--- src/inc/lpmc_defines.svh ---
`ifndef LPMC_DEFINES_SVH
`define LPMC_DEFINES_SVH

// Register byte addresses on the Wishbone bus
`define LPMC_ADDR_MODE 4'h0
`define LPMC_ADDR_WAKE 4'h4
`define LPMC_ADDR_STAT 4'h8
`define LPMC_ADDR_W 4

// Mode control fields
`define LPMC_SEL_LO 0
`define LPMC_SEL_HI 1
`define LPMC_QUAL_LO 2
`define LPMC_QUAL_HI 7
`define LPMC_MODE_WMASK 16'h00FF
`define LPMC_MODE_RST 16'h0000
`define LPMC_WAKE_RST 16'h0000

// Mode select encodings
`define LPMC_SEL_IDLE 2'h0
`define LPMC_SEL_STBY 2'h1

// Qualification count is field plus this offset
`define LPMC_QUAL_BASE 7'h02

// Wake enable bit of the non-maskable input
`define LPMC_WAKE_NMI 1

// Status register bit positions
`define LPMC_ST_STATE_LO 0
`define LPMC_ST_STATE_HI 1
`define LPMC_ST_WAKE 2

`endif

--- src/inc/lpmc_pkg.sv ---
`default_nettype none
package lpmc_pkg;
	typedef enum logic [1:0] {
		LPMC_RUN,
		LPMC_IDLE,
		LPMC_STANDBY,
		LPMC_HALT
	} lpmc_state_type;
endpackage
`default_nettype wire

--- src/inc/lpmc_qual_if.sv ---
`default_nettype none
interface lpmc_qual_if;
	logic restart;
	logic active_low;
	logic [5:0] count_field;
	logic qualified;
	modport ctrl (output restart, output active_low, output count_field,
		input qualified);
	modport qual (input restart, input active_low, input count_field,
		output qualified);
endinterface
`default_nettype wire

--- src/core/lpmc_wake_qual.sv ---
`default_nettype none
`include "lpmc_defines.svh"
module lpmc_wake_qual
	import lpmc_pkg::*;
(
	input wire logic clk_i,
	input wire logic rst_i,
	lpmc_qual_if.qual q
);
	logic [6:0] count_reg;
	logic [6:0] count_next;
	logic qualified_reg;
	logic qualified_next;
	logic [6:0] target;

	always_comb begin
		target = {1'b0, q.count_field} + `LPMC_QUAL_BASE;
		count_next = count_reg;
		qualified_next = 1'b0;
		if (q.restart || !q.active_low) begin
			count_next = 7'h00;
		end else if (count_reg != target) begin
			count_next = count_reg + 7'h01;
		end
		if (!q.restart && q.active_low && count_next == target) begin
			qualified_next = 1'b1;
		end
	end

	always_ff @(posedge clk_i) begin
		if (rst_i) begin
			count_reg <= 7'h00;
			qualified_reg <= 1'b0;
		end else begin
			count_reg <= count_next;
			qualified_reg <= qualified_next;
		end
	end

	assign q.qualified = qualified_reg;
endmodule // lpmc_wake_qual
`default_nettype wire

--- src/core/lpmc_top.sv ---
// Function
// - Two-bit mode select in low bits of mode control; resets to zero.
// - Mode select acts only at idle instruction; software sets it first.
// - Standby wake needs field value plus two oscillator cycles low.
// - Wake enable bit one lets its source wake standby; fixed bit map.
// - Sources with enable zero never end standby.
// - External reset clears mode control and wake enable registers.
// - Low level on enabled wake signal exits; short pulses do not.
// - Oscillator clock keeps running in standby to qualify wake signals.
// - Only reset and non-maskable input wake from halt.
// - Idle with select zero performs no low-power action.
//
// Local design decisions: the placing of the registers and the Wishbone slave port.
`default_nettype none
`include "lpmc_defines.svh"
module lpmc_top
	import lpmc_pkg::*;
(
	input wire logic clk_i,
	input wire logic rst_i,
	input wire logic wb_cyc_i,
	input wire logic wb_stb_i,
	input wire logic wb_we_i,
	input wire logic [3:0] wb_adr_i,
	input wire logic [3:0] wb_sel_i,
	input wire logic [31:0] wb_dat_i,
	output logic [31:0] wb_dat_o,
	output logic wb_ack_o,
	input wire logic idle_exec_i,
	input wire logic [15:0] wake_n_i,
	output logic standby_o,
	output logic halt_o,
	output logic osc_enable_o,
	output logic wake_o
);
	lpmc_qual_if qif ();

	lpmc_state_type state_reg;
	lpmc_state_type state_next;
	logic [15:0] mode_reg;
	logic [15:0] mode_next;
	logic [15:0] wake_en_reg;
	logic [15:0] wake_en_next;
	logic [31:0] dat_reg;
	logic [31:0] dat_next;
	logic ack_reg;
	logic ack_next;
	logic standby_reg;
	logic standby_next;
	logic halt_reg;
	logic halt_next;
	logic osc_reg;
	logic osc_next;
	logic wake_reg;
	logic wake_next;
	logic any_low;
	logic [15:0] masked_low;
	logic access;

	// Merge the two low byte lanes of a write into a 16-bit register
	function automatic logic [15:0] lane_merge(input logic [15:0] old,
		input logic [31:0] data, input logic [3:0] sel,
		input logic [15:0] wmask);
		logic [15:0] res;
		res = old;
		if (sel[0]) begin
			res[7:0] = data[7:0];
		end
		if (sel[1]) begin
			res[15:8] = data[15:8];
		end
		lane_merge = (res & wmask) | (old & ~wmask);
	endfunction

	// Decode the select field into the state entered at the idle instruction
	function automatic lpmc_state_type mode_target(input logic [1:0] sel);
		lpmc_state_type res;
		res = LPMC_IDLE;
		case (sel)
			`LPMC_SEL_IDLE: begin
				res = LPMC_IDLE;
			end
			`LPMC_SEL_STBY: begin
				res = LPMC_STANDBY;
			end
			default: begin
				// Both codes with the high bit set select halt
				res = LPMC_HALT;
			end
		endcase
		mode_target = res;
	endfunction

	// Ack drops the cycle after it is given, even if strobe stays high
	assign access = wb_cyc_i && wb_stb_i && !ack_reg;

	// Register slave; upper half and unmapped addresses read zero
	always_comb begin
		mode_next = mode_reg;
		wake_en_next = wake_en_reg;
		dat_next = dat_reg;
		ack_next = access;
		if (access) begin
			dat_next = 32'h0000_0000;
			case (wb_adr_i)
				`LPMC_ADDR_MODE: begin
					if (wb_we_i) begin
						mode_next = lane_merge(mode_reg, wb_dat_i, wb_sel_i,
							`LPMC_MODE_WMASK);
					end
					dat_next[15:0] = mode_reg;
				end
				`LPMC_ADDR_WAKE: begin
					if (wb_we_i) begin
						wake_en_next = lane_merge(wake_en_reg, wb_dat_i,
							wb_sel_i, 16'hFFFF);
					end
					dat_next[15:0] = wake_en_reg;
				end
				`LPMC_ADDR_STAT: begin
					dat_next[`LPMC_ST_STATE_HI:`LPMC_ST_STATE_LO] = state_reg;
					dat_next[`LPMC_ST_WAKE] = wake_reg;
				end
				default: begin
					dat_next = 32'h0000_0000;
				end
			endcase
		end
	end

	always_ff @(posedge clk_i) begin
		if (rst_i) begin
			mode_reg <= `LPMC_MODE_RST;
			wake_en_reg <= `LPMC_WAKE_RST;
			dat_reg <= 32'h0000_0000;
			ack_reg <= 1'b0;
		end else begin
			mode_reg <= mode_next;
			wake_en_reg <= wake_en_next;
			dat_reg <= dat_next;
			ack_reg <= ack_next;
		end
	end

	// Disabled sources are masked before they reach the qualifier
	assign masked_low = ~wake_n_i & wake_en_reg;
	assign any_low = |masked_low;

	// Restart outside standby so a stale count never carries into a new entry
	assign qif.restart = (state_reg != LPMC_STANDBY);
	assign qif.active_low = any_low;
	assign qif.count_field = mode_reg[`LPMC_QUAL_HI:`LPMC_QUAL_LO];

	lpmc_wake_qual u_qual (
		.clk_i(clk_i),
		.rst_i(rst_i),
		.q(qif.qual)
	);

	// Mode sequencer; halt skips qualification since the oscillator stops
	always_comb begin
		state_next = state_reg;
		wake_next = 1'b0;
		case (state_reg)
			LPMC_RUN: begin
				// Select is sampled only here, so later writes wait for next idle
				if (idle_exec_i) begin
					state_next = mode_target(
						mode_reg[`LPMC_SEL_HI:`LPMC_SEL_LO]);
				end
			end
			LPMC_IDLE: begin
				// Core leaves plain idle on its own interrupts
				if (!idle_exec_i) begin
					state_next = LPMC_RUN;
				end
			end
			LPMC_STANDBY: begin
				if (qif.qualified) begin
					state_next = LPMC_RUN;
					wake_next = 1'b1;
				end
			end
			LPMC_HALT: begin
				if (!wake_n_i[`LPMC_WAKE_NMI]) begin
					state_next = LPMC_RUN;
					wake_next = 1'b1;
				end
			end
			default: begin
				state_next = LPMC_RUN;
			end
		endcase
		standby_next = (state_next == LPMC_STANDBY);
		halt_next = (state_next == LPMC_HALT);
		osc_next = (state_next != LPMC_HALT);
	end

	always_ff @(posedge clk_i) begin
		if (rst_i) begin
			state_reg <= LPMC_RUN;
			wake_reg <= 1'b0;
			standby_reg <= 1'b0;
			halt_reg <= 1'b0;
			osc_reg <= 1'b1;
		end else begin
			state_reg <= state_next;
			wake_reg <= wake_next;
			standby_reg <= standby_next;
			halt_reg <= halt_next;
			osc_reg <= osc_next;
		end
	end


	// Every output comes straight from a register
	assign wb_dat_o = dat_reg;
	assign wb_ack_o = ack_reg;
	assign standby_o = standby_reg;
	assign halt_o = halt_reg;
	assign osc_enable_o = osc_reg;
	assign wake_o = wake_reg;
endmodule // lpmc_top
`default_nettype wire

--- config.mk ---
export PLATFORM = sky130hd
export DESIGN_NAME = lpmc_top
export DESIGN_NICKNAME = d
export VERILOG_FILES = /design/src/inc/lpmc_pkg.sv /design/src/inc/lpmc_qual_if.sv /design/src/core/lpmc_wake_qual.sv /design/src/core/lpmc_top.sv
export VERILOG_INCLUDE_DIRS = /design/src /design/src/inc
export SDC_FILE = /design/constraint.sdc
export NUM_CORES = 1
export LEC_CHECK = 0
export ABC_AREA = 0
export BUFFER_PORTS_ARGS = -buffer_cell sky130_fd_sc_hd__buf_2
export CORE_ASPECT_RATIO = 1.4
export CORE_UTILIZATION = 40
export CTS_BUF_LIST = sky130_fd_sc_hd__clkbuf_8 sky130_fd_sc_hd__clkbuf_16
export CTS_CLUSTER_DIAMETER = 100
export DETAILED_ROUTE_END_ITERATION = 10
export GPL_TIMING_DRIVEN = 0
export MAX_ROUTING_LAYER = met4
export PLACE_DENSITY = 0.76
export SLEW_MARGIN = 15
export SYNTH_ARGS = -nofsm -noshare
export SYNTH_HDL_FRONTEND = slang
export SYNTH_SLANG_ARGS = --single-unit
--- constraint.sdc ---
create_clock -name clk_i -period 2.4 [get_ports clk_i]
set_clock_uncertainty 0.1 [all_clocks]
set_input_delay 0.24 -clock clk_i [delete_from_list [all_inputs] [get_ports clk_i]]
set_output_delay 0.24 -clock clk_i [all_outputs]
set_load 0.05 [all_outputs]
==> results of run 1 <==
-- cell families after synthesis --
kind of cell | Yosys count | synth area share [%]
flip-flops | 55 | 39.4
AO/OA/AOI/OAI | 60 | 14.8
other | 1 | 0.134
buffers and inverters | 41 | 8.73
XOR/XNOR | 15 | 4.70
adder cells (fa/ha/maj) | 2 | 0.896
multiplexers | 21 | 7.52
AND/OR/NAND/NOR | 137 | 23.8
-- worst reg2reg max path, stage by stage (launching register included) --
cell	delay, ns
dfxtp_4	0.37
ha_2	0.21
xnor2_2	0.23
xnor2_2	0.12
nand4b_1	0.29
a21oi_4	0.27
o211ai_2	0.12
a211o_1	0.29
a311oi_2	0.21
-- worst max-delay path by stage --
stage,startpoint,endpoint,slack [ns],cells past startpoint
6_report,mode_reg[3],u_qual.q.qualified,0.11,8
5_1_grt,mode_reg[3],u_qual.q.qualified,0.03,8
4_1_cts,mode_reg[5],u_qual.q.qualified,0.04,7
3_5_place_dp,wb_adr_i[3],wake_en_reg[7],-0.24,5
3_3_place_gp,wb_adr_i[3],wake_en_reg[6],-0.16,5
2_1_floorplan,mode_reg[3],u_qual.q.qualified,0.20,8
-- report_power, final --
| group | switching (mW) | total, mW | internal, mW |
|---|---|---|---|
| logic | 0.116 | 0.171 | 0.0548 |
| clock network | 0.310 | 0.543 | 0.233 |
| registers | 0.00285 | 0.916 | 0.913 |
| total | 0.429 | 1.63 | 1.20 |
-- per-layer routing --
metal	GRT usage (%)	vias to the layer above	share of wire [%]
li1	-	1298	-
met1	20.4	1204	38
met2	37.5	87	55
met3	3.20	20	3.6
met4	9.65	0	2.6
met5	-	-	0
-- layout make-up --
| class | instances | area, µm² |
|---|---|---|
| inverters | 8 | 30.0 |
| repair buffers | 68 | 355 |
| multi-input cells | 251 | 1560 |
| clock inverters | 1 | 8.76 |
| well taps | 92 | 115 |
| plain buffers | 32 | 203 |
| clock buffers | 6 | 82.6 |
| flip-flops and latches | 55 | 1110 |
| fillers | 665 | 3190 |
-- cell usage in the layout, fill, tap and decap left out, types with 4 or more instances in the layout --
master,synthesis,routed
clkbuf_8,0,6
buf_2,0,62
a21oi_1,20,19
xor2_1,5,5
nand4_1,5,5
mux2i_1,21,21
conb_1,1,16
nor2_1,30,30
inv_1,8,8
nand2_1,42,42
nor3_1,10,10
nand3_1,16,15
dfxtp_1,55,52
xnor2_1,10,7
and3_1,4,4
a22oi_1,8,8
nor2b_1,14,14
buf_4,18,24
o21ai_0,10,9
clkbuf_1,12,12
-- through the flow --
stage	util (%)	total power, mW	setup slack [ns]	std cells
CTS	50.9	1.63	0.0437	510
global placement	49.2	1.11	-0.158	501
floorplan	-	1.05	0.204	347
finish	52.0	1.63	0.114	513
global route	52.0	1.68	0.0285	513
detailed placement	49.2	1.11	-0.245	501
-- repair_timing --
action | in CTS | in global routing
gates resized for setup | 2 | 14
pin swaps | 0 | 5
hold endpoints to repair | 0 | 0
setup endpoints to repair | 1 | 9
buffers inserted | 2 | 4
==> flow_metrics.tcl, run 1 <==
set metrics [dict create \
    dr.first_iter.drc_count 133 \
    synth.yosys.seq_area_share_pct 39.4 \
    worst_r2r_path_depth 8 \
    cell_area_placed_mm2 0.00328 \
    worstHoldPathType "primary input to register" \
    firstDrtPassIters 4 \
    asyncSetResetFlopFracSynth_pct 0 \
    area.growth.synth_to_final_pct 24.0 \
    ys.flop_type "dfxtp_1" \
    synth.ff_latch_count 55 \
    syn_area_mm2 0.00279 \
    cts_num_sinks 55 \
    port-buffer-count 62 \
    final_cell_area_excluding_filler_cells_mm2 0.00346 \
    final-max-slew-violation-count 0 \
    gr-usage-all-layers_pct 20.3 \
    synth_top_area_share_pct 39.4 \
    status "finished, final reports clean" \
    routed-via-count 2609 \
    path_buf_inv 0 \
    coreArea_mm2 0.00666 \
    arrival_ns 2.41 \
    reg2reg_slack_ns 0.11 \
    fp.dieArea_mm2 0.00733 \
    grt-ovfl-total 0 \
    synth_enable_flop_cells 0 \
    final_critical_path_share_of_the_clock_period_pct 95.2 \
    critical_path_class "register to register" \
    initial_antenna_violation_count 0 \
    max_slew_margin_vs_limit_pct 41.2 \
    clock_tree.root_cell "clkbuf_8" \
    max_slew.worst_pin.slew_ns 0.860 \
    regToRegStartpoint "mode_reg[3]" \
    finalSetupViolations 0 \
    fmax_ghz 0.437 \
    r2r-end "u_qual.q.qualified" \
    worstSetupEndpointType "register" \
    synth_cell_types 48 \
    yosysWarningCount 0 \
    final_layout_size_suffix_gt1_share_pct 27.3 \
    cts.clk_slew.worst_paths_ns 0.10 \
    grt_first_pass_wirelength_mm 11.2 \
    floorplan.initialDensity_pct 42.0 \
    final_total_negative_setup_slack_ns 0 \
    whs_endpoint "wake_en_reg[13]" \
    cpLargestDelayFamily "compound AO/OA/AOI/OAI gates" \
    fin_crit_ns 2.29 \
    cts-htree-levels 2 \
    cap_violations 0 \
    cts_tree "built" \
    report.final.hold_viol_count 0 \
    die_height_um 101 \
    cts_hold_buf 0 \
    cts_made_buffers 5 \
    ratio_of_routed_vias_to_standard_cells 5.09 \
    yosys.cell_count.top_type "dfxtp_1" \
    power_leakage_nw 1.52 \
    synth_top_cells_by_area "dfxtp_1, mux2i_1, nand2_1, buf_4, nor2_1" \
    worst-endpoint-required_ns 2.53 \
    timing.critical_path.slowest_cell_delay_ns 0.37 \
    number_of_instances_in_the_synthesized_netlist 332 \
    worst_skew_pair.late_latency_ns 0.31 \
    critical-path-top-cell-by-count "xnor2_2" \
    drc 0 \
    via_count_of_the_first_global_routing_pass 2454 \
    synth.avg_cell_area_um2 8.42 \
    vdd_ir_drop_max_v 0.000364 \
    yosys.area.top_type "dfxtp_1" \
    clockBufferDepth 2 \
    antenna_cells 0 \
    timing.critical_path.slowest_stage_cell "dfxtp_4" \
    io_pins 99 \
    ant_nets 0 \
    hold_depth 3 \
    wl_per_cell_um 13.8 \
    placement_rows 35 \
    final_nets 485 \
    grt_max_degree 17 \
    gp_congestion 0.869 \
    post_detail_place_hpwl_mm 5.39 \
    grt_setup_unrepaired "no" \
    path_cells "ha_2 -> xnor2_2 -> xnor2_2 -> nand4b_1 -> a21oi_4 -> o211ai_2 -> a211o_1 -> a311oi_2" \
    synth_common_cells "dfxtp_1, nand2_1, nor2_1, mux2i_1, a21oi_1" \
    wirelength_mm 7.07 \
    final.hold.worst_slack_ns 0.0655 \
    start_kind "register" \
    die_x_um 72.6 \
    timing.critical_path.fanout_max 5 \
    timing.hold.worst.start "wb_dat_i[13]" \
    pwr_density_cell_mw_per_mm2 470 \
]
Power figures use the tool's default switching activity.
==> inputs of run 2 (changes only) <==
--- a/config.mk
+++ b/config.mk
@@ -16,6 +16,7 @@
 export GPL_TIMING_DRIVEN = 0
 export MAX_ROUTING_LAYER = met4
 export PLACE_DENSITY = 0.76
+export REMOVE_ABC_BUFFERS = 1
 export SLEW_MARGIN = 15
 export SYNTH_ARGS = -nofsm -noshare
 export SYNTH_HDL_FRONTEND = slang
==> run 2 against run 1 <==
Against the previous run:
- routed wire length decreased by 4.4%
- final area decreased by 4.2%
- via count decreased by 3.2%
- sequential share of layout area increased by 1.4 points
- flip-flop and latch count unchanged
- largest power group unchanged
- clock-buffer cell count unchanged
- sequential power about the same
- hold slack got worse by 0.013 ns
- global-route usage decreased by 1.9 points
- critical path type unchanged
- total power increased by 4.7%
==> flow_metrics.tcl, run 2 (synthesis gave the netlist of run 1 again) <==
set metrics [dict create \
    pwr_density_cell_mw_per_mm2 514 \
    max_slew.worst_pin.slew_ns 0.951 \
    cap_violations 0 \
    vdd_ir_drop_max_v 0.000422 \
    most-common-layout-cells "buf_2, dfxtp_1, nand2_1, nor2_1, mux2i_1" \
    wl_per_cell_um 13.9 \
    power_leakage_nw 1.42 \
    fin_crit_ns 2.38 \
    cts_num_sinks 55 \
    die_x_um 72.6 \
    start_kind "register" \
    power_frac_comb_pct 8.4 \
    port-buffer-count 64 \
    io_pins 99 \
    net-switching-power_mw 0.421 \
    routed-via-count 2526 \
    total_power_mw 1.71 \
    grt_first_pass_wirelength_mm 10.2 \
    gr-usage-all-layers_pct 18.4 \
    max_slew_margin_vs_limit_pct 36.6 \
    cts_made_buffers 5 \
    worstSetupEndpointType "register" \
    nFillCells 661 \
    final_critical_path_share_of_the_clock_period_pct 99.3 \
    post_detail_place_hpwl_mm 4.74 \
    ant_nets 0 \
    mostFrequentLayoutCell "buf_2" \
    firstDrtPassIters 4 \
    ratio_of_routed_vias_to_standard_cells 5.21 \
    antenna_cells 0 \
    wirelength_mm 6.76 \
    worst-endpoint-required_ns 2.52 \
    cts_tree "built" \
    final_nets 456 \
    cts_hold_buf 0 \
    initial_antenna_violation_count 0 \
    cell_area_placed_mm2 0.00308 \
    clockBufferDepth 2 \
    via_count_of_the_first_global_routing_pass 2228 \
    internal-power_mw 1.29 \
    arrival_ns 2.51 \
    share_clk_of_total_power_pct 37.9 \
    report.final.hold_viol_count 0 \
    grt_max_degree 54 \
    coreArea_mm2 0.00666 \
    worst_r2r_path_depth 8 \
    die_height_um 101 \
    final_cell_area_excluding_filler_cells_mm2 0.00332 \
    fp.dieArea_mm2 0.00733 \
    cts-htree-levels 2 \
    final-max-slew-violation-count 0 \
    timing.critical_path.fanout_max 6 \
    floorplan.initialDensity_pct 42.0 \
    pwr-share-seq_pct 53.7 \
    clock_tree.root_cell "clkbuf_8" \
    placement_rows 35 \
    area.growth.synth_to_final_pct 18.9 \
    critical_path_class "register to register" \
    fmax_ghz 0.420 \
    worstHoldPathType "primary input to register" \
    drc 0 \
    final_layout_size_suffix_gt1_share_pct 25.2 \
    gp_congestion 0.935 \
    status "finished, final reports clean" \
    hold_depth 3 \
    worst_skew_pair.late_latency_ns 0.32 \
    finalSetupViolations 0 \
    cts.clk_slew.worst_paths_ns 0.10 \
    dr.first_iter.drc_count 124 \
    switching_fraction_pct 24.6 \
    grt-ovfl-total 0 \
]
## run 2: final cells by class
type / instances / area [µm²] / share of cell area (%)
multi-input cells: 251 / 1580 / 47.6
flip-flops and latches: 55 / 1110 / 33.3
repair buffers: 71 / 370 / 11.2
well taps: 92 / 115 / 3.47
clock buffers: 6 / 82.6 / 2.49
clock inverters: 2 / 35.0 / 1.06
inverters: 8 / 30.0 / 0.904
## run 2: repair_timing
action,4_1_cts,5_1_grt
setup endpoints to repair,1,18
setup buffers,2,4
gates cloned,0,0
gates resized for setup,2,13
pin swaps,0,4
## run 2: power by group through the flow
stage | Clock, mW | Sequential [mW] | Combinational [mW]
after floorplan | 0 | 0.941 | 0.0752
after global placement | 0 | 0.938 | 0.140
after detailed placement | 0 | 0.939 | 0.142
after CTS | 0.652 | 0.917 | 0.142
after global routing | 0.705 | 0.917 | 0.154
final | 0.647 | 0.917 | 0.144
## run 2: worst paths after layout
check	startpoint	to	slack [ns]
worst max-delay path	mode_reg[3]	u_qual.q.qualified	0.02
worst min-delay path	wb_dat_i[13]	wake_en_reg[13]	0.05
worst max register to register	mode_reg[3]	u_qual.q.qualified	0.02
worst min register to register	wb_dat_o[11]	wb_dat_o[11]	0.36
## run 2: per-stage QoR
stage	hold WS (ns)	std cells	setup TNS [ns]	setup WS, ns	utilization, %
finish	0.0528	485	0	0.0162	49.9
global route	0.0514	485	-0.0459	-0.0434	49.9
CTS	0.0540	481	0	0.000310	48.4
detailed placement	0.347	471	-0.114	-0.114	46.3
global placement	0.338	470	-31.46	-1.53	46.1
floorplan	0.209	314	-1.89	-0.236	-
## run 2: layer usage
| layer | GRT usage, % | wire (µm) | vias up |
|---|---|---|---|
| met2 | 31.7 | 3520 | 96 |
| met1 | 20.6 | 2720 | 1166 |
| met5 | - | 0 | - |
| met4 | 8.60 | 214 | 0 |
| met3 | 2.80 | 302 | 21 |
| li1 | - | - | 1243 |
## run 2: critical path, stage by stage (launching register included)
cell      delay, ns
dfxtp_4        0.39
ha_4           0.18
xnor2_4        0.15
xnor2_2        0.22
nand4b_1       0.23
a21o_1         0.25
o21ai_0        0.14
a211o_1        0.33
a311oi_2       0.30
